[src/pin_mux_pkg.sv]
`default_nettype none
package pin_mux_pkg;
  // Sample word width on the differential bus
  localparam int unsigned SAMPLE_W = 14;
  // Register byte addresses
  localparam logic [31:0] ADDR_CTRL = 32'h0000_0000;
  localparam logic [31:0] ADDR_STATUS = 32'h0000_0004;
  localparam logic [31:0] ADDR_MASK = 32'h0000_0008;
  localparam logic [31:0] ADDR_PINS = 32'h0000_000C;
  localparam logic [31:0] ADDR_SAMPLE = 32'h0000_0010;
  // Control register fields and reset value
  localparam int unsigned CTRL_W = 4;
  localparam int unsigned CTRL_CAP_EN = 0;
  localparam int unsigned CTRL_CLK_EN = 1;
  localparam int unsigned CTRL_FMT = 2;
  localparam int unsigned CTRL_PD = 3;
  localparam logic [3:0] CTRL_RST = 4'h3;
  // Event bits, shared by status and mask
  localparam int unsigned STAT_W = 3;
  localparam int unsigned STAT_CAPTURE = 0;
  localparam int unsigned STAT_PD = 1;
  localparam int unsigned STAT_RESET = 2;
  localparam logic [2:0] STAT_RST = 3'h0;
  localparam logic [2:0] MASK_RST = 3'h0;
  // Bus responses
  localparam logic [1:0] RESP_OKAY = 2'h0;
  localparam logic [1:0] RESP_SLVERR = 2'h2;
  // Register selector
  typedef enum {SEL_CTRL, SEL_STATUS, SEL_MASK, SEL_PINS, SEL_SAMPLE, SEL_NONE} reg_sel_t;
  // Pin-derived configuration carried as one word
  typedef struct packed {
    logic serial_en;
    logic fmt_unsigned;
    logic power_down;
    logic interp_en;
    logic fifo_en;
    logic [1:0] full_scale;
  } pin_cfg_t;
  localparam pin_cfg_t CFG_RST = 7'h00;
endpackage
`default_nettype wire

[src/dac_pin_mode_control_port.sv]
// What this block does
// - Strap low: serial port; high: pin control
// - Serial mode: open-drain low-active interrupt output
// - Pin mode: interrupt pin selects sample format
// - Serial mode: reset pin high resets device
// - Pin mode: reset pin high holds power-down
// - Fourteen differential data bits, bit 13 MSB
// - Device drives differential output data clock
//
// Design decisions made here: the register offsets and the AXI4-Lite slave port.
`timescale 1ns/10ps
`default_nettype none
module dac_pin_mode_control_port (
  input wire logic sys_clk_i,
  input wire logic rst_i,
  // Register bus
  input wire logic [31:0] s_axi_awaddr,
  input wire logic s_axi_awvalid,
  output logic s_axi_awready,
  input wire logic [31:0] s_axi_wdata,
  input wire logic [3:0] s_axi_wstrb,
  input wire logic s_axi_wvalid,
  output logic s_axi_wready,
  output logic [1:0] s_axi_bresp,
  output logic s_axi_bvalid,
  input wire logic s_axi_bready,
  input wire logic [31:0] s_axi_araddr,
  input wire logic s_axi_arvalid,
  output logic s_axi_arready,
  output logic [31:0] s_axi_rdata,
  output logic [1:0] s_axi_rresp,
  output logic s_axi_rvalid,
  input wire logic s_axi_rready,
  // Strap and shared control pins
  input wire logic mode_strap_i,
  input wire logic irq_pin_i,
  output logic irq_pin_o,
  output logic irq_pin_oe_o,
  input wire logic reset_pin_i,
  input wire logic serial_select_n_i,
  input wire logic serial_data_io_i,
  input wire logic serial_clock_i,
  input wire logic serial_data_out_i,
  // Differential sample link
  input wire logic [pin_mux_pkg::SAMPLE_W-1:0] sample_bus_p_i,
  input wire logic [pin_mux_pkg::SAMPLE_W-1:0] sample_bus_n_i,
  input wire logic sample_capture_clock_in_p_i,
  input wire logic sample_capture_clock_in_n_i,
  output logic source_timing_clock_out_p_o,
  output logic source_timing_clock_out_n_o,
  input wire logic conversion_clock_p_i,
  input wire logic conversion_clock_n_i,
  // Results toward the converter core
  output pin_mux_pkg::pin_cfg_t cfg_o,
  output logic device_reset_o,
  output logic [pin_mux_pkg::SAMPLE_W-1:0] sample_word_o,
  output logic sample_valid_o,
  output logic irq_o
);
  import pin_mux_pkg::*;
  // Differential receiver: a one needs p high and n low
  function automatic logic [SAMPLE_W-1:0] lvds_rx(
    input logic [SAMPLE_W-1:0] p,
    input logic [SAMPLE_W-1:0] n
  );
    lvds_rx = p & ~n;
  endfunction
  // Address decode shared by the write and read paths
  function automatic reg_sel_t reg_sel(input logic [31:0] addr);
    case (addr)
      ADDR_CTRL: reg_sel = SEL_CTRL;
      ADDR_STATUS: reg_sel = SEL_STATUS;
      ADDR_MASK: reg_sel = SEL_MASK;
      ADDR_PINS: reg_sel = SEL_PINS;
      ADDR_SAMPLE: reg_sel = SEL_SAMPLE;
      default: reg_sel = SEL_NONE;
    endcase
  endfunction
  // Raw levels from the pads
  logic [SAMPLE_W-1:0] bus_raw; // Decoded data pairs
  logic [SAMPLE_W-1:0] dclk_raw; // Input data clock in bit 0
  logic [SAMPLE_W-1:0] cclk_raw; // Conversion clock in bit 0
  logic [8:0] pins_raw; // Single-ended control pins plus both decoded clocks
  logic [8:0] pins_s; // Same pins, synchronised
  logic [SAMPLE_W-1:0] bus_s; // Data, synchronised
  logic dclk_s; // Input data clock, synchronised
  logic cclk_s; // Conversion clock, synchronised
  assign bus_raw = lvds_rx(sample_bus_p_i, sample_bus_n_i);
  assign dclk_raw = lvds_rx({{(SAMPLE_W-1){1'b0}}, sample_capture_clock_in_p_i},
    {{(SAMPLE_W-1){1'b0}}, sample_capture_clock_in_n_i});
  assign cclk_raw = lvds_rx({{(SAMPLE_W-1){1'b0}}, conversion_clock_p_i},
    {{(SAMPLE_W-1){1'b0}}, conversion_clock_n_i});
  assign pins_raw = {cclk_raw[0], dclk_raw[0], mode_strap_i, irq_pin_i, reset_pin_i,
    serial_select_n_i, serial_data_io_i, serial_clock_i, serial_data_out_i};
  // Every pad input crosses in through four flops
  sync3 #(.W(9)) u_pin_sync (
    .clk_i(sys_clk_i),
    .rst_i(rst_i),
    .d_i(pins_raw),
    .q_o(pins_s)
  );
  // Data bus crosses with the same latency as its clock
  sync3 #(.W(SAMPLE_W)) u_bus_sync (
    .clk_i(sys_clk_i),
    .rst_i(rst_i),
    .d_i(bus_raw),
    .q_o(bus_s)
  );
  assign cclk_s = pins_s[8];
  assign dclk_s = pins_s[7];
  // Register state
  logic strap_r; // Latched mode strap
  logic [CTRL_W-1:0] ctrl_r; // Software control
  logic [STAT_W-1:0] status_r; // Sticky events
  logic [STAT_W-1:0] mask_r; // Interrupt enables
  logic [STAT_W-1:0] events; // One-cycle event pulses
  logic [STAT_W-1:0] w1c; // Bits cleared by this write
  logic pd_prev_r; // Power-down history for edge event
  logic rst_prev_r; // Reset pin history for edge event
  logic pending; // Any unmasked event pending
  logic fmt_unsigned; // Sample format in force
  logic cap_word_valid; // Pulse from the capture unit
  logic [SAMPLE_W-1:0] cap_word; // Raw captured word
  // Strap is caught only while system reset is held; later moves are ignored
  always_ff @(posedge sys_clk_i) begin
    if (rst_i) begin
      strap_r <= pins_s[6];
    end
  end
  // Shared-pin meanings follow the strap
  always_ff @(posedge sys_clk_i) begin
    if (rst_i) begin
      cfg_o <= CFG_RST;
    end else if (strap_r) begin
      // Pin mode: serial port off, every shared pin is a direct select
      cfg_o.serial_en <= 1'b0;
      cfg_o.fmt_unsigned <= pins_s[5];
      cfg_o.power_down <= pins_s[4];
      cfg_o.interp_en <= pins_s[3];
      cfg_o.fifo_en <= pins_s[2];
      cfg_o.full_scale <= {pins_s[0], pins_s[1]};
    end else begin
      // Serial mode: format and power-down come from software
      cfg_o.serial_en <= 1'b1;
      cfg_o.fmt_unsigned <= ctrl_r[CTRL_FMT];
      cfg_o.power_down <= ctrl_r[CTRL_PD];
      cfg_o.interp_en <= 1'b0;
      cfg_o.fifo_en <= 1'b0;
      cfg_o.full_scale <= 2'h0;
    end
  end
  // Device reset follows the reset pin only in serial mode
  always_ff @(posedge sys_clk_i) begin
    if (rst_i) begin
      device_reset_o <= 1'b1;
    end else begin
      device_reset_o <= ~strap_r & pins_s[4];
    end
  end
  assign fmt_unsigned = cfg_o.fmt_unsigned;
  // Capture unit is held off while reset or powered down
  word_capture u_capture (
    .clk_i(sys_clk_i),
    .rst_i(rst_i | device_reset_o),
    .enable_i(ctrl_r[CTRL_CAP_EN] & ~cfg_o.power_down),
    .link_clk_i(dclk_s),
    .data_i(bus_s),
    .word_o(cap_word),
    .valid_o(cap_word_valid)
  );
  // Words go out as offset binary; two's complement flips the top bit
  always_ff @(posedge sys_clk_i) begin
    if (rst_i || device_reset_o) begin
      sample_word_o <= '0;
      sample_valid_o <= 1'b0;
    end else begin
      sample_valid_o <= cap_word_valid;
      if (cap_word_valid) begin
        sample_word_o <= {cap_word[SAMPLE_W-1] ^ ~fmt_unsigned,
          cap_word[SAMPLE_W-2:0]};
      end
    end
  end
  // Output data clock echoes the conversion clock so the source can pace words
  always_ff @(posedge sys_clk_i) begin
    if (rst_i || device_reset_o || cfg_o.power_down) begin
      source_timing_clock_out_p_o <= 1'b0;
      source_timing_clock_out_n_o <= 1'b1;
    end else if (ctrl_r[CTRL_CLK_EN]) begin
      source_timing_clock_out_p_o <= cclk_s;
      source_timing_clock_out_n_o <= ~cclk_s;
    end else begin
      source_timing_clock_out_p_o <= 1'b0;
      source_timing_clock_out_n_o <= 1'b1;
    end
  end
  // Edge history for power-down and reset events
  always_ff @(posedge sys_clk_i) begin
    if (rst_i) begin
      pd_prev_r <= 1'b0;
      rst_prev_r <= 1'b0;
    end else begin
      pd_prev_r <= cfg_o.power_down;
      rst_prev_r <= device_reset_o;
    end
  end
  assign events[STAT_CAPTURE] = sample_valid_o;
  assign events[STAT_PD] = cfg_o.power_down & ~pd_prev_r;
  assign events[STAT_RESET] = ~device_reset_o & rst_prev_r;
  // Bus write channel state
  logic aw_held_r; // Write address taken
  logic w_held_r; // Write data taken
  logic [31:0] awaddr_r;
  logic [31:0] wdata_r;
  logic [3:0] wstrb_r;
  logic do_write; // Both halves present, response slot free
  reg_sel_t wsel; // Decoded write target
  assign do_write = aw_held_r & w_held_r & ~s_axi_bvalid;
  assign wsel = reg_sel(awaddr_r);
  // Address and data are taken independently, in either order
  always_ff @(posedge sys_clk_i) begin
    if (rst_i) begin
      aw_held_r <= 1'b0;
      awaddr_r <= 32'h0000_0000;
    end else if (s_axi_awvalid && s_axi_awready) begin
      aw_held_r <= 1'b1;
      awaddr_r <= s_axi_awaddr;
    end else if (do_write) begin
      aw_held_r <= 1'b0;
    end
  end

  // Write data holding
  always_ff @(posedge sys_clk_i) begin
    if (rst_i) begin
      w_held_r <= 1'b0;
      wdata_r <= 32'h0000_0000;
      wstrb_r <= 4'h0;
    end else if (s_axi_wvalid && s_axi_wready) begin
      w_held_r <= 1'b1;
      wdata_r <= s_axi_wdata;
      wstrb_r <= s_axi_wstrb;
    end else if (do_write) begin
      w_held_r <= 1'b0;
    end
  end

  // Ready drops the cycle after a take and returns once the response is gone
  always_ff @(posedge sys_clk_i) begin
    if (rst_i) begin
      s_axi_awready <= 1'b0;
      s_axi_wready <= 1'b0;
    end else begin
      s_axi_awready <= ~aw_held_r & ~(s_axi_awvalid & s_axi_awready)
        & ~s_axi_bvalid & ~do_write;
      s_axi_wready <= ~w_held_r & ~(s_axi_wvalid & s_axi_wready)
        & ~s_axi_bvalid & ~do_write;
    end
  end

  // Write response, error for unmapped addresses
  always_ff @(posedge sys_clk_i) begin
    if (rst_i) begin
      s_axi_bvalid <= 1'b0;
      s_axi_bresp <= RESP_OKAY;
    end else if (do_write) begin
      s_axi_bvalid <= 1'b1;
      s_axi_bresp <= (wsel == SEL_NONE) ? RESP_SLVERR : RESP_OKAY;
    end else if (s_axi_bready) begin
      s_axi_bvalid <= 1'b0;
    end
  end

  // Control register; only the low byte holds fields
  always_ff @(posedge sys_clk_i) begin
    if (rst_i || device_reset_o) begin
      ctrl_r <= CTRL_RST;
    end else if (do_write && wsel == SEL_CTRL && wstrb_r[0]) begin
      ctrl_r <= wdata_r[CTRL_W-1:0];
    end
  end

  // Mask register
  always_ff @(posedge sys_clk_i) begin
    if (rst_i) begin
      mask_r <= MASK_RST;
    end else if (do_write && wsel == SEL_MASK && wstrb_r[0]) begin
      mask_r <= wdata_r[STAT_W-1:0];
    end
  end

  assign w1c = (do_write && wsel == SEL_STATUS && wstrb_r[0]) ?
    wdata_r[STAT_W-1:0] : '0;

  // Sticky status: a new event wins over a clear in the same cycle
  always_ff @(posedge sys_clk_i) begin
    if (rst_i) begin
      status_r <= STAT_RST;
    end else begin
      status_r <= (status_r & ~w1c) | events;
    end
  end

  assign pending = |(status_r & mask_r);

  // Interrupt output toward the system
  always_ff @(posedge sys_clk_i) begin
    if (rst_i) begin
      irq_o <= 1'b0;
    end else begin
      irq_o <= pending;
    end
  end

  // Open-drain pin pulls low only in serial mode while pending
  always_ff @(posedge sys_clk_i) begin
    if (rst_i) begin
      irq_pin_o <= 1'b0;
      irq_pin_oe_o <= 1'b0;
    end else begin
      irq_pin_o <= 1'b0;
      irq_pin_oe_o <= ~strap_r & pending;
    end
  end

  // Read channel
  reg_sel_t rsel; // Decoded read target
  logic [31:0] rdata; // Read mux result

  assign rsel = reg_sel(s_axi_araddr);

  // Read mux; reserved bits read as zero
  always_comb begin
    rdata = 32'h0000_0000;
    case (rsel)
      SEL_CTRL: rdata[CTRL_W-1:0] = ctrl_r;
      SEL_STATUS: rdata[STAT_W-1:0] = status_r;
      SEL_MASK: rdata[STAT_W-1:0] = mask_r;
      SEL_PINS: rdata[8:0] = {device_reset_o, strap_r, cfg_o};
      SEL_SAMPLE: rdata[SAMPLE_W-1:0] = sample_word_o;
      default: rdata = 32'h0000_0000;
    endcase
  end

  // One read at a time; the answer follows the take by one cycle
  always_ff @(posedge sys_clk_i) begin
    if (rst_i) begin
      s_axi_arready <= 1'b0;
      s_axi_rvalid <= 1'b0;
      s_axi_rdata <= 32'h0000_0000;
      s_axi_rresp <= RESP_OKAY;
    end else if (s_axi_arvalid && s_axi_arready) begin
      s_axi_arready <= 1'b0;
      s_axi_rvalid <= 1'b1;
      s_axi_rdata <= rdata;
      s_axi_rresp <= (rsel == SEL_NONE) ? RESP_SLVERR : RESP_OKAY;
    end else if (s_axi_rvalid) begin
      if (s_axi_rready) begin
        s_axi_rvalid <= 1'b0;
      end
    end else begin
      s_axi_arready <= 1'b1;
    end
  end
endmodule
`default_nettype wire

[src/sync3.sv]
`timescale 1ns/10ps
`default_nettype none
module sync3 #(
  parameter int unsigned W = 1
) (
  input wire logic clk_i,
  input wire logic rst_i,
  input wire logic [W-1:0] d_i,
  output logic [W-1:0] q_o
);
  logic [W-1:0] ff1_r; // Metastable stage, read only by ff2
  logic [W-1:0] ff2_r;
  logic [W-1:0] ff3_r;

  // Three-stage shift, never cleared: a strap must reach the output while reset is held
  always_ff @(posedge clk_i) begin
    ff1_r <= d_i;
    ff2_r <= ff1_r;
    ff3_r <= ff2_r;
  end

  // A change counts only once stages two and three agree
  for (genvar i = 0; i < W; i++) begin : g_bit
    always_ff @(posedge clk_i) begin
      if (rst_i) begin
        // Reset loads the output from stage three, so the pin level is known at release
        q_o[i] <= ff3_r[i];
      end else if (ff2_r[i] == ff3_r[i]) begin
        q_o[i] <= ff3_r[i];
      end
    end
  end
endmodule
`default_nettype wire

[src/word_capture.sv]
`timescale 1ns/10ps
`default_nettype none
module word_capture (
  input wire logic clk_i,
  input wire logic rst_i,
  input wire logic enable_i,
  input wire logic link_clk_i,
  input wire logic [pin_mux_pkg::SAMPLE_W-1:0] data_i,
  output logic [pin_mux_pkg::SAMPLE_W-1:0] word_o,
  output logic valid_o
);
  import pin_mux_pkg::*;

  logic link_prev_r; // Last seen link clock level
  logic rise; // Rising edge of the link clock

  assign rise = link_clk_i & ~link_prev_r;

  // Edge history
  always_ff @(posedge clk_i) begin
    if (rst_i) begin
      link_prev_r <= 1'b0;
    end else begin
      link_prev_r <= link_clk_i;
    end
  end

  // Data and clock share synchroniser latency, so the word is stable at the edge
  always_ff @(posedge clk_i) begin
    if (rst_i) begin
      word_o <= '0;
      valid_o <= 1'b0;
    end else begin
      valid_o <= rise & enable_i;
      if (rise && enable_i) begin
        word_o <= data_i;
      end
    end
  end
endmodule
`default_nettype wire

[config.mk]
export PLATFORM = sky130hd
export DESIGN_NAME = dac_pin_mode_control_port
export DESIGN_NICKNAME = d
export VERILOG_FILES = /design/src/pin_mux_pkg.sv /design/src/dac_pin_mode_control_port.sv /design/src/sync3.sv /design/src/word_capture.sv
export SDC_FILE = /design/constraint.sdc
export NUM_CORES = 1
export LEC_CHECK = 0
export ABC_AREA = 0
export BUFFER_PORTS_ARGS = -buffer_cell sky130_fd_sc_hd__buf_2
export CAP_MARGIN = 20
export CORE_ASPECT_RATIO = 0.8
export CORE_MARGIN = 5
export CORE_UTILIZATION = 53
export CTS_BUF_LIST = sky130_fd_sc_hd__clkbuf_4 sky130_fd_sc_hd__clkbuf_8
export CTS_CLUSTER_DIAMETER = 60
export DETAILED_ROUTE_END_ITERATION = 8
export HOLD_SLACK_MARGIN = 0.06
export PLACE_DENSITY = 0.82
export SYNTH_ARGS = -nofsm -noshare
export SYNTH_HDL_FRONTEND = slang
export SYNTH_SLANG_ARGS = --single-unit
[constraint.sdc]
create_clock -name sys_clk_i -period 2.15 [get_ports sys_clk_i]
set_input_delay 0.5375 -clock sys_clk_i [delete_from_list [all_inputs] [get_ports sys_clk_i]]
set_output_delay 0.5375 -clock sys_clk_i [all_outputs]
set_load 0.01 [all_outputs]
; ---- Word level (Yosys, flattened, before mapping)
; Cells that the tools add are included.
[totals]
in_bits = 146
reg_bits = 210
elab_cells = 256
output_inout_bits = 69
[op_classes]
muxes = 64
eq_ne = 39
reduce_logical = 46
bitwise_logic = 43
[ops]
columns = operator, n
row1 = $eq A32 B4 Y1 const B, 6
row2 = $eq A32 B3 Y1 const B, 4
row3 = $logic_not A32 Y1, 4
row4 = $eq A32 B2 Y1 const B, 3
row5 = $eq A32 B5 Y1 const B, 2
row6 = $mux W1, 54
row7 = $reduce_bool A2 Y1, 26
row8 = $pmux W3 S5, 3
row9 = $eq A32 B1 Y1 const B, 1
row10 = $eq A1 B1 Y1, 23
row11 = $and A1 B1 Y1, 19
row12 = $not A1 Y1, 16
row13 = $and A14 B14 Y14, 1
row14 = $not A14 Y14, 1
row15 = $logic_and A1 B1 Y1, 10
row16 = $pmux W5 S2, 1
row17 = $mux W7, 1
row18 = $and A3 B3 Y3, 2
row19 = $reduce_or A2 Y1, 3
row20 = $mux W5, 1
row21 = $mux W2, 2
row22 = $mux W3, 1
row23 = $not A3 Y3, 1
row24 = $or A3 B3 Y3, 1
row25 = other kinds (5), 6

; ---- Longest topological paths before layout
; Gate-level depths: netlist (run 1).
[depth]
ltp_word = 9
depth_mapped = 6
mapped_depth_nobuf = 4

; ---- Cells and area by module
; A second synthesis (run 1) with hierarchy kept.
[hier_totals]
cells_unflattened = 700
hier_area_um2 = 7317.0
[modules_own_cells]
columns = module, instances, seq_area_each_um2, cells_per_inst, area_per_inst_um2
row1 = dac_pin_mode_control_port, 1, 2011.9, 495, 4189.0
row2 = sync3 at u_bus_sync, 1, 1261.2, 85, 1482.7
row3 = sync3 at u_pin_sync, 1, 810.8, 54, 945.9
row4 = word_capture, 1, 320.3, 66, 699.4

; ---- Worst setup path before layout (run 1)
; No wires, ideal clock.
[synth_timing]
path_type = input -> register
startpoint = input port s_axi_araddr[2]
endpoint = register s_axi_rdata[4]
path_buffers = 2
arrival_time_ns = 1.862
t_required_ns = 2.070
slack_ns = 0.208
path_stages = 6
cell_sequence = buf_2 > or3b_2 > nor3_2 > buf_6 > a41oi_2 > a211oi_2
[synth_between]
elab_chain_cells = 4
elab_cells_between_ends = 9
[synth_rtl]
columns = element, line
row1 = "start, declared", dac_pin_mode_control_port.sv:27  ; input wire logic [31:0] s_axi_araddr,
row2 = $eq A32 B5 Y1 (tied with other cells), dac_pin_mode_control_port.sv:70  ; case (addr)
row3 = $pmux W3 S5 *, dac_pin_mode_control_port.sv:70
row4 = $eq A32 B3 Y1 / $eq A32 B2 Y1 (equally long branches), dac_pin_mode_control_port.sv:335  ; case (rsel)
row5 = $pmux W5 S2 *, dac_pin_mode_control_port.sv:335
row6 = "end signal, assigned", dac_pin_mode_control_port.sv:355  ; s_axi_rdata <= rdata;
row7 = "end, declared", dac_pin_mode_control_port.sv:30  ; output logic [31:0] s_axi_rdata,
; Mark *: on every way between the ends. The rest lies on a longest branch, timed or not.
; A chain may end at the register's enable or synchronous reset.

; ---- Final worst setup path (run 1)
[layout_timing]
startpoint = register awaddr_r[8]
endpoint = register status_r[2]
[layout_between]
elab_chain_cells = 9
elab_cells_between_ends = 13
[layout_rtl]
columns = element, line
row1 = "start, declared", dac_pin_mode_control_port.sv:213  ; logic [31:0] awaddr_r;
row2 = "start signal, assigned", dac_pin_mode_control_port.sv:227  ; awaddr_r <= s_axi_awaddr;
row3 = $eq A32 B5 Y1 (tied with other cells), dac_pin_mode_control_port.sv:70
row4 = $pmux W3 S5 *, dac_pin_mode_control_port.sv:70
row5 = $eq A32 B2 Y1 *, dac_pin_mode_control_port.sv:292  ; assign w1c = (do_write && wsel == SEL_STATUS && wstrb_r[0]) ?
row6 = $logic_and A1 B1 Y1 * (2 in series), dac_pin_mode_control_port.sv:292
row7 = $mux W3 *, dac_pin_mode_control_port.sv:292
row8 = $not A3 Y3 *, dac_pin_mode_control_port.sv:300  ; status_r <= (status_r & ~w1c) | events;
row9 = $and A3 B3 Y3 *, dac_pin_mode_control_port.sv:300
row10 = $or A3 B3 Y3 *, dac_pin_mode_control_port.sv:300
row11 = "end signal, assigned", dac_pin_mode_control_port.sv:300
row12 = "end, declared", dac_pin_mode_control_port.sv:114  ; logic [STAT_W-1:0] status_r;
; Marks and branches as above.

==> results of run 1 <==
routing by layer:
metal,up-vias,part of all wire,track usage
li1,2752,-,-
met1,2536,0.42,0.248
met2,199,0.47,0.322
met3,40,0.078,0.0388
met4,0,0.032,0.0684
met5,-,0,0
power breakdown:
group          leakage (nW)  switching (W)  internal [W]  total [W]
Sequential             1.77       0.000107       0.00413    0.00423
Combinational          1.60       0.000340      0.000260   0.000600
Clock                 0.390        0.00148       0.00217    0.00366
how the worst max path moves through the flow:
stage	startpoint	endpoint	cells after the start
6_report	awaddr_r[8]$_SDFFE_PP0P_	status_r[2]$_SDFF_PP0_	5
5_1_grt	awaddr_r[12]$_SDFFE_PP0P_	status_r[2]$_SDFF_PP0_	5
4_1_cts	awaddr_r[12]$_SDFFE_PP0P_	status_r[2]$_SDFF_PP0_	5
3_5_place_dp	s_axi_araddr[12]	s_axi_rdata[7]$_SDFFE_PP0P_	6
3_3_place_gp	s_axi_araddr[12]	s_axi_rdata[10]$_SDFFE_PP0P_	6
2_1_floorplan	s_axi_araddr[2]	s_axi_rdata[4]$_SDFFE_PP0P_	6
critical path: cells and delay by family (launching register included):
family | cells | cell delay [ps]
flip-flops | 1 | 310
buffers and inverters | 1 | 210
AND/OR/NAND/NOR | 2 | 660
AO/OA/AOI/OAI | 2 | 540
sequential cells by signal, indices dropped and copies added (netlist names), 4 cells and up:
signal,flops
u_bus_sync.ff1_r,14
u_pin_sync.q_o,9
u_bus_sync.ff2_r,14
u_bus_sync.q_o,14
u_pin_sync.ff2_r,9
ctrl_r,4
cfg_o,6
u_bus_sync.ff3_r,14
s_axi_rdata,14
u_capture.word_o,14
u_pin_sync.ff3_r,9
awaddr_r,32
wdata_r,4
sample_word_o,14
u_pin_sync.ff1_r,9
cells in the mapped netlist (6+ instances only):
cell,number
and3_1,6
nand3_1,9
buf_4,22
a21oi_1,68
xor2_1,23
nor3_1,7
nand4_1,19
nand2_1,110
nor4_1,15
nand2b_1,28
dfxtp_1,184
mux2i_1,20
clkbuf_1,30
edfxtp_1,24
nor2_1,30
and2_1,8
nor2b_1,19
kinds of logic (layout without fill, tap and decap cells):
logic type	Yosys count	after routing	share of synthesized area
simple gates	278	278	0.197
flops	208	208	0.607
compound gates	104	104	0.0874
buf+inv	66	249	0.0469
xor+xnor	24	24	0.0290
mux	23	23	0.0322
other cells	1	25	0.000517
stage by stage:
step / instances / total power, W / util
after floorplan: 724 / 0.00467 / -
after global placement: 1023 / 0.00488 / 0.607
after detailed placement: 1023 / 0.00490 / 0.607
after CTS: 1087 / 0.00856 / 0.666
after global routing: 1091 / 0.00886 / 0.666
final: 1091 / 0.00849 / 0.666
placed cells by master, fill, tap and decap left out, drive strengths merged, types with 6 or more instances in the layout:
cell type	n
inv	6
clkbuf	44
dfxtp	184
nand2b	28
mux2i	20
buf	179
nand2	110
and2	8
dlygate4sd3	6
xor2	23
nand3	9
nor4	16
and3	6
nand4	19
nor2b	19
a21oi	68
a211oi	7
conb	21
clkinv	9
edfxtp	24
nor2	31
nor3	8
o21ai	7
what timing repair did:
item	CTS	global route
hold buffers	6	0
gates resized for setup	0	0
endpoints found under the hold margin	6	0
layout make-up:
cell class / instances / area share
inverters: 6 / 0.00250
flip-flops and latches: 208 / 0.490
clock buffers: 44 / 0.0624
well taps: 180 / 0.0250
clock inverters: 14 / 0.0192
diodes: 4 / 0.00111
multi-input cells: 450 / 0.288
repair buffers: 185 / 0.112
==> impl_metrics.json, run 1 <==
{
  "synth_edf_count": 24,
  "pin_count": 215,
  "clock-root-buffer": "clkbuf_8",
  "chipHeight_um": 115,
  "post-cts-setup-buffers": 0,
  "final.fill_count": 1067,
  "crit_path_cell_trace": "nor4_1, nand4_1, buf_4, o41ai_1, a21oi_1",
  "tns_ps": 0,
  "reg2regPathDepth": 5,
  "port_buffers": 162,
  "netlist_top_cells_area": "dfxtp_1 (51%), edfxtp_1 (9.9%), nand2_1 (5.7%)",
  "ys.flop_type": "dfxtp_1",
  "p_leak_nw": 3.76,
  "worst_r2r_src": "awaddr_r[8]$_SDFFE_PP0P_",
  "routed_wire_length_per_instance_um": 14.4,
  "synth-warning-count": 0,
  "fin_skew_ps": 13.5,
  "hold_viol": 0,
  "route.antenna.remaining_nets": 0,
  "tritoncts_buffer_count": 31,
  "crit_path_top_delay_cell": "nor4_1",
  "clock-sinks": 208,
  "synth_area_leader": "dfxtp_1",
  "timing_max_transition_violations_final": 0,
  "multi_input_area_mm2": 0.00259,
  "min_to": "u_pin_sync.ff1_r[6]$_DFF_P_",
  "areaGrowthSynthToFinish_pct": 23.9,
  "core_footprint_mm2": 0.0135,
  "placement.setup.worst_slack_ps": 7.87,
  "cp-start-kind": "flop",
  "dpl_cell_area_mm2": 0.00819,
  "layout.area.seq_mm2": 0.00440,
  "post_synth_arst_share": 0,
  "required_time_of_the_critical_path_ps": 2570,
  "worst_setup_end_kind": "flop",
  "place.gp.congestion": 0.900,
  "fin_hold_ws_ps": 95.6,
  "synth.lib_cells_used.distinct": 56,
  "grt_setup_unrepaired": "no",
  "syn-cell-area_mm2": 0.00726,
  "synth.ff_latch_count": 208,
  "cts.clk_slew.worst_paths_ps": 60,
  "post_route_setup_slack_ps": 292,
  "max-cap-violations": 0,
  "htreeDepth": 1,
  "tritoncts": "done",
  "post_synth.cell_area_avg_um2": 10.3,
  "critPathKind": "flop to flop",
  "relative_slew_slack": 0.631,
  "hold_path_depth": 1,
  "initialDrtViolationCount": 229,
  "r2r_end": "status_r[2]$_SDFF_PP0_",
  "syn-instance-count": 704,
  "period_needed_ps": 1860,
  "hold_class": "primary input to flop",
  "first_global_vias": 5246,
  "cts_buffer_depth": 3,
  "yosysSeqAreaShare": 0.607,
  "power.ir.vdd_worst_mv": 0.830,
  "synth_largest_type_area_fraction": 0.507,
  "setup-violations-final": 0,
  "insertion_delay_ps": 560,
  "critical-path-max-stage-delay_ps": 430,
  "antenna_found_initial": 3,
  "floorplan.initialDensity": 0.538,
  "max_freq_ghz": 0.538,
  "maximum_net_fanout_on_the_critical_path": 6,
  "core.rowCount": 38,
  "drt_drc_violations_left": 0,
  "wirelength_mm": 15.7,
  "finalInstanceArea_mm2": 0.00900,
  "min_from": "mode_strap_i",
  "rrSetupSlack_ps": 290,
  "dp_hpwl_mm": 11.2,
  "status": "completed",
  "vias_per_cell": 5.07,
  "drt_first_pass_iters": 4,
  "grt_overflow": 0,
  "routed-via-count": 5527,
  "slew_at_the_pin_with_the_worst_max_slew_slack_ps": 546,
  "post_route_cells_drive_above_1_share": 0.275,
  "cp.arrival_ps": 2280,
  "power_density_mw_per_mm2": 944,
  "floorplan.die.width_um": 141,
  "maximum_number_of_pins_on_one_net_before_global_route_repair": 66,
  "die-area_mm2": 0.0162,
  "layout.nets": 1028,
  "grt_usage": 0.192,
  "post-route-period-util": 0.864,
  "wire_length_of_the_first_global_routing_pass_mm": 25.4
}
Note: power is estimated with default switching activity, not from simulation.
==> inputs of run 2 (changes only) <==
CORE_ASPECT_RATIO = 1.1   (was 0.8)
==> impl_metrics.json, run 2 (synthesis gave the netlist of run 1 again) <==
{
  "critPathKind": "flop to primary output",
  "wire_length_of_the_first_global_routing_pass_mm": 23.6,
  "multi_input_area_mm2": 0.00259,
  "grt_overflow": 0,
  "r2r_end": "mask_r[1]$_SDFFE_PP0P_",
  "max_freq_ghz": 0.569,
  "pwr-share-comb": 0.071,
  "worstSetupPathDepth": 1,
  "power.clock.fraction": 0.400,
  "hold_viol": 0,
  "drt_drc_violations_left": 0,
  "pin_count": 215,
  "rrSetupSlack_ps": 420,
  "cts_buffer_depth": 3,
  "post-layout-total-power_w": 0.00800,
  "power.net_switching_w": 0.00177,
  "layout.area.seq_mm2": 0.00440,
  "worst_r2r_src": "s_axi_bvalid$_SDFFE_PP0P_",
  "crit_buf_inv": 1,
  "post-cts-setup-buffers": 0,
  "reg2regPathDepth": 4,
  "floorplan.initialDensity": 0.545,
  "hold_class": "primary input to flop",
  "diodes": 0,
  "routed_wire_length_per_instance_um": 13.7,
  "crit_start": "device_reset_o$_SDFF_PP1_",
  "cts.clk_slew.worst_paths_ps": 60,
  "drt_first_pass_iters": 5,
  "place.gp.congestion": 0.871,
  "cts_resized": 0,
  "die-area_mm2": 0.0161,
  "relative_slew_slack": 0.453,
  "routed-via-count": 5413,
  "crit_path_cell_trace": "buf_2",
  "mostFrequentLayoutCells": "dfxtp_1 (184), buf_2 (162), nand2_1 (110), a21oi_1 (68), clkbuf_8 (38)",
  "switching_share_of_power": 0.221,
  "initialDrtViolationCount": 306,
  "setup-violations-final": 0,
  "timing_max_transition_violations_final": 0,
  "clock-sinks": 208,
  "design_internal_power_w": 0.00623,
  "htreeDepth": 1,
  "port_buffers": 162,
  "core_footprint_mm2": 0.0133,
  "cp-start-kind": "flop",
  "cp.arrival_ps": 1220,
  "p_leak_nw": 3.69,
  "layout.nets": 1020,
  "dp_hpwl_mm": 10.7,
  "wirelength_mm": 14.8,
  "maximum_net_fanout_on_the_critical_path": 6,
  "final.fill_count": 1066,
  "areaGrowthSynthToFinish_pct": 22.0,
  "fin_skew_ps": 12.1,
  "worst_setup_end_kind": "primary output",
  "critical-path-max-stage-delay_ps": 480,
  "status": "completed",
  "required_time_of_the_critical_path_ps": 1610,
  "vias_per_cell": 5.01,
  "post-route-period-util": 0.817,
  "power_density_mw_per_mm2": 903,
  "seq_power_share": 0.529,
  "floorplan.die.width_um": 122,
  "tritoncts": "done",
  "grt_setup_unrepaired": "no",
  "core.rowCount": 44,
  "setup.worst_path.end": "device_reset_o",
  "clock-root-buffer": "clkbuf_8",
  "power.ir.vdd_worst_mv": 0.692,
  "slew_at_the_pin_with_the_worst_max_slew_slack_ps": 819,
  "grt_usage": 0.177,
  "largest-register": "awaddr_r",
  "period_needed_ps": 1760,
  "post_route_cells_drive_above_1_share": 0.273,
  "first_global_vias": 5059,
  "largest_register_ffs": 32,
  "max-cap-violations": 0,
  "tns_ps": 0,
  "insertion_delay_ps": 540,
  "antenna_found_initial": 0,
  "holdBufCountCts": 0,
  "commonest_non_fill_non_tap_cell_in_the_layout": "dfxtp_1",
  "critPathTopFamily": "flip-flops",
  "crit_path_top_delay_cell": "dfxtp_1",
  "chipHeight_um": 133,
  "tritoncts_buffer_count": 31,
  "maximum_number_of_pins_on_one_net_before_global_route_repair": 81,
  "route.antenna.remaining_nets": 0
}
[run 2: how the worst min path moves through the flow]
stage	from	end	slack (ps)	cells past startpoint
finish	mode_strap_i	u_pin_sync.ff1_r[6]$_DFF_P_	110	1
global route	mode_strap_i	u_pin_sync.ff1_r[6]$_DFF_P_	70	1
CTS	serial_clock_i	u_pin_sync.ff1_r[1]$_DFF_P_	70	1
detailed placement	u_bus_sync.ff1_r[12]$_DFF_P_	u_bus_sync.ff2_r[12]$_DFF_P_	310	0
global placement	u_bus_sync.ff1_r[9]$_DFF_P_	u_bus_sync.ff2_r[9]$_DFF_P_	310	0
floorplan	u_bus_sync.ff1_r[0]$_DFF_P_	u_bus_sync.ff2_r[0]$_DFF_P_	310	0
[run 2: final cells by class]
cell class,instances,area share
clock inverter,2,0.00141
timing repair buffer,177,0.108
multi-input combinational,450,0.292
inverter,6,0.00254
sequential,208,0.497
tap,184,0.0260
clock buffer,54,0.0726
[run 2: per-stage QoR]
stage	util	instances	cell area (um2)	hold slack (ps)	setup WS, ps
2_1_floorplan	-	724	7330	310	208
4_1_cts	0.664	1080	8840	70.9	344
6_report	0.665	1081	8860	108	393
3_3_place_gp	0.615	1024	8190	311	91.5
5_1_grt	0.665	1081	8860	73.3	254
3_5_place_dp	0.615	1024	8190	312	55.4
[run 2: metal layers]
layer	share of wire	global-route usage	vias to the layer above
met1	0.42	0.224	2467
met4	0.029	0.0741	0
met2	0.48	0.286	182
met5	0	0	-
met3	0.076	0.0444	33
li1	-	-	2731
[run 2: power groups by stage]
| stage | sequential [W] | clock, W | combinational, W |
|---|---|---|---|
| after floorplan | 0.00429 | 0 | 0.000378 |
| after global placement | 0.00431 | 0 | 0.000551 |
| after detailed placement | 0.00432 | 0 | 0.000564 |
| after CTS | 0.00424 | 0.00329 | 0.000568 |
| after global routing | 0.00426 | 0.00347 | 0.000639 |
| final | 0.00424 | 0.00320 | 0.000568 |
[run 2: worst reg2reg max path, delay by kind of cell, from the launching register on]
family / cells / cell delay (ps)
AND/OR/NAND/NOR: 2 / 940
flip-flops: 1 / 350
AO/OA/AOI/OAI: 2 / 310
==> inputs of run 3 (changes only) <==
clock period = 1.7 ns   (was 2.15 ns; I/O delays follow)
==> impl_metrics.json, run 3 (synthesis gave the netlist of run 1 again) <==
{
  "floorplan.die.width_um": 122,
  "drt_drc_violations_left": 0,
  "grt_setup_unrepaired": "yes",
  "grt.busiest_layer": "met2",
  "cts_buffer_depth": 3,
  "diodes": 0,
  "areaGrowthSynthToFinish_pct": 28.1,
  "rrSetupSlack_ps": 90,
  "use_met3": 0.0508,
  "grt_usage": 0.192,
  "maximum_net_fanout_on_the_critical_path": 6,
  "critical-path-max-stage-delay_ps": 560,
  "final.fill_count": 1009,
  "layout.nets": 1057,
  "slew_at_the_pin_with_the_worst_max_slew_slack_ps": 694,
  "tritoncts_buffer_count": 30,
  "setup-violations-final": 0,
  "crit_path_cell_trace": "nand3b_1, or4_1, o31ai_1, a21oi_1",
  "port_buffers": 162,
  "wire_length_of_the_first_global_routing_pass_mm": 25.5,
  "routed-via-count": 5598,
  "core.rowCount": 44,
  "period_needed_ps": 1610,
  "max_freq_ghz": 0.619,
  "use_met2": 0.319,
  "cp-start-kind": "flop",
  "core_footprint_mm2": 0.0133,
  "power_density_mw_per_mm2": 1110,
  "required_time_of_the_critical_path_ps": 2100,
  "dpl_cell_area_mm2": 0.00833,
  "max-cap-violations": 0,
  "clock-sinks": 208,
  "htreeDepth": 1,
  "dp_hpwl_mm": 11.2,
  "hold_path_depth": 2,
  "post_route_cells_drive_above_1_share": 0.288,
  "commonest_non_fill_non_tap_cell_in_the_layout": "dfxtp_1",
  "critPathKind": "flop to flop",
  "post-route-period-util": 0.950,
  "die-area_mm2": 0.0161,
  "worst_setup_end_kind": "flop",
  "insertion_delay_ps": 530,
  "crit_buf_inv": 0,
  "vias_per_cell": 5.00,
  "status": "completed",
  "post-cts-setup-buffers": 0,
  "hold_class": "primary input to flop",
  "finalInstanceArea_mm2": 0.00930,
  "place.gp.congestion": 0.808,
  "reg2regPathDepth": 4,
  "wirelength_mm": 16.0,
  "first_global_vias": 5332,
  "timing_max_transition_violations_final": 0,
  "chipHeight_um": 133,
  "grt_overflow": 0,
  "cp.arrival_ps": 2010,
  "route.antenna.remaining_nets": 0,
  "drt_first_pass_iters": 5,
  "placement.setup.worst_slack_ps": -287,
  "mostFrequentLayoutCells": "dfxtp_1 (183), buf_2 (162), nand2_1 (110), a21oi_1 (68), clkbuf_8 (44)",
  "pin_count": 215,
  "clock-root-buffer": "clkbuf_8",
  "power.ir.vdd_worst_mv": 0.822,
  "largest_register_ffs": 32,
  "maximum_number_of_pins_on_one_net_before_global_route_repair": 83,
  "post_route_setup_slack_ps": 85.6,
  "largest-register": "awaddr_r",
  "worstSetupPathDepth": 4,
  "relative_slew_slack": 0.535,
  "routed_wire_length_per_instance_um": 14.3,
  "fin_skew_ps": 5.77,
  "hold_viol": 0,
  "critPathTopFamily": "simple AND/OR/NAND/NOR gates",
  "cts.clk_slew.worst_paths_ps": 60,
  "tritoncts": "done",
  "floorplan.initialDensity": 0.545,
  "p_leak_nw": 3.89,
  "grt_util_met1": 0.242,
  "antenna_found_initial": 0,
  "crit_path_top_delay_cell": "or4_1",
  "initialDrtViolationCount": 342
}
[run 3: changes by cell type in the layout (fill, tap and decap cells not counted), sizes merged]
cell	change
buf	+15
clkbuf	-4
clkinvlp	-1
dlygate4sd3	+23
clkinv	+5
[run 3: worst reg2reg max path: stages, from the launching register on]
cell      delay [ps]
dfxtp_1          370
nand3b_1         190
or4_1            560
o31ai_1          250
a21oi_1          110
[run 3: cell type report]
class                           count  area, um2  area share
Sequential cell                   208       4410       0.474
Multi-Input combinational cell    450       2660       0.286
Timing Repair Buffer              215       1300       0.140
Clock buffer                       50        651      0.0699
Tap cell                          184        230      0.0248
Clock inverter                      6       30.0     0.00323
Inverter                            6       22.5     0.00242
[run 3: final timing paths]
path | startpoint | end
min | sample_bus_p_i[3] | u_bus_sync.ff1_r[3]$_DFF_P_
min reg2reg | u_bus_sync.ff1_r[1]$_DFF_P_ | u_bus_sync.ff2_r[1]$_DFF_P_
max | w_held_r$_SDFFE_PP0P_ | mask_r[1]$_SDFFE_PP0P_
max reg2reg | w_held_r$_SDFFE_PP0P_ | mask_r[1]$_SDFFE_PP0P_
[run 3: per-layer routing]
metal / share of wire / vias up
li1: - / 2801
met1: 0.42 / 2535
met2: 0.47 / 219
met3: 0.079 / 43
met4: 0.030 / 0
met5: 0 / -
[run 3: timing repair]
item                                    4_1_cts  5_1_grt
hold buffers                                 23        0
endpoints found under the setup margin        1        7
pin swaps                                     0        1
resized for setup                             2        9
endpoints found under the hold margin        23        0
[run 3: stage by stage]
step | utilization | setup TNS (ps) | std cells | power [W] | hold WS, ps
6_report | 0.698 | 0 | 1119 | 0.0104 | 97.5
5_1_grt | 0.698 | -106 | 1119 | 0.0108 | 73.2
4_1_cts | 0.694 | 0 | 1119 | 0.0104 | 69.9
3_5_place_dp | 0.625 | -3550 | 1040 | 0.00622 | 312
3_3_place_gp | 0.625 | -3090 | 1040 | 0.00618 | 311
2_1_floorplan | - | -885 | 724 | 0.00591 | 310
[run 3: where the power goes]
group          internal (W)  switching, W
logic              0.000379      0.000451
registers           0.00522      0.000135
clock network       0.00241       0.00177
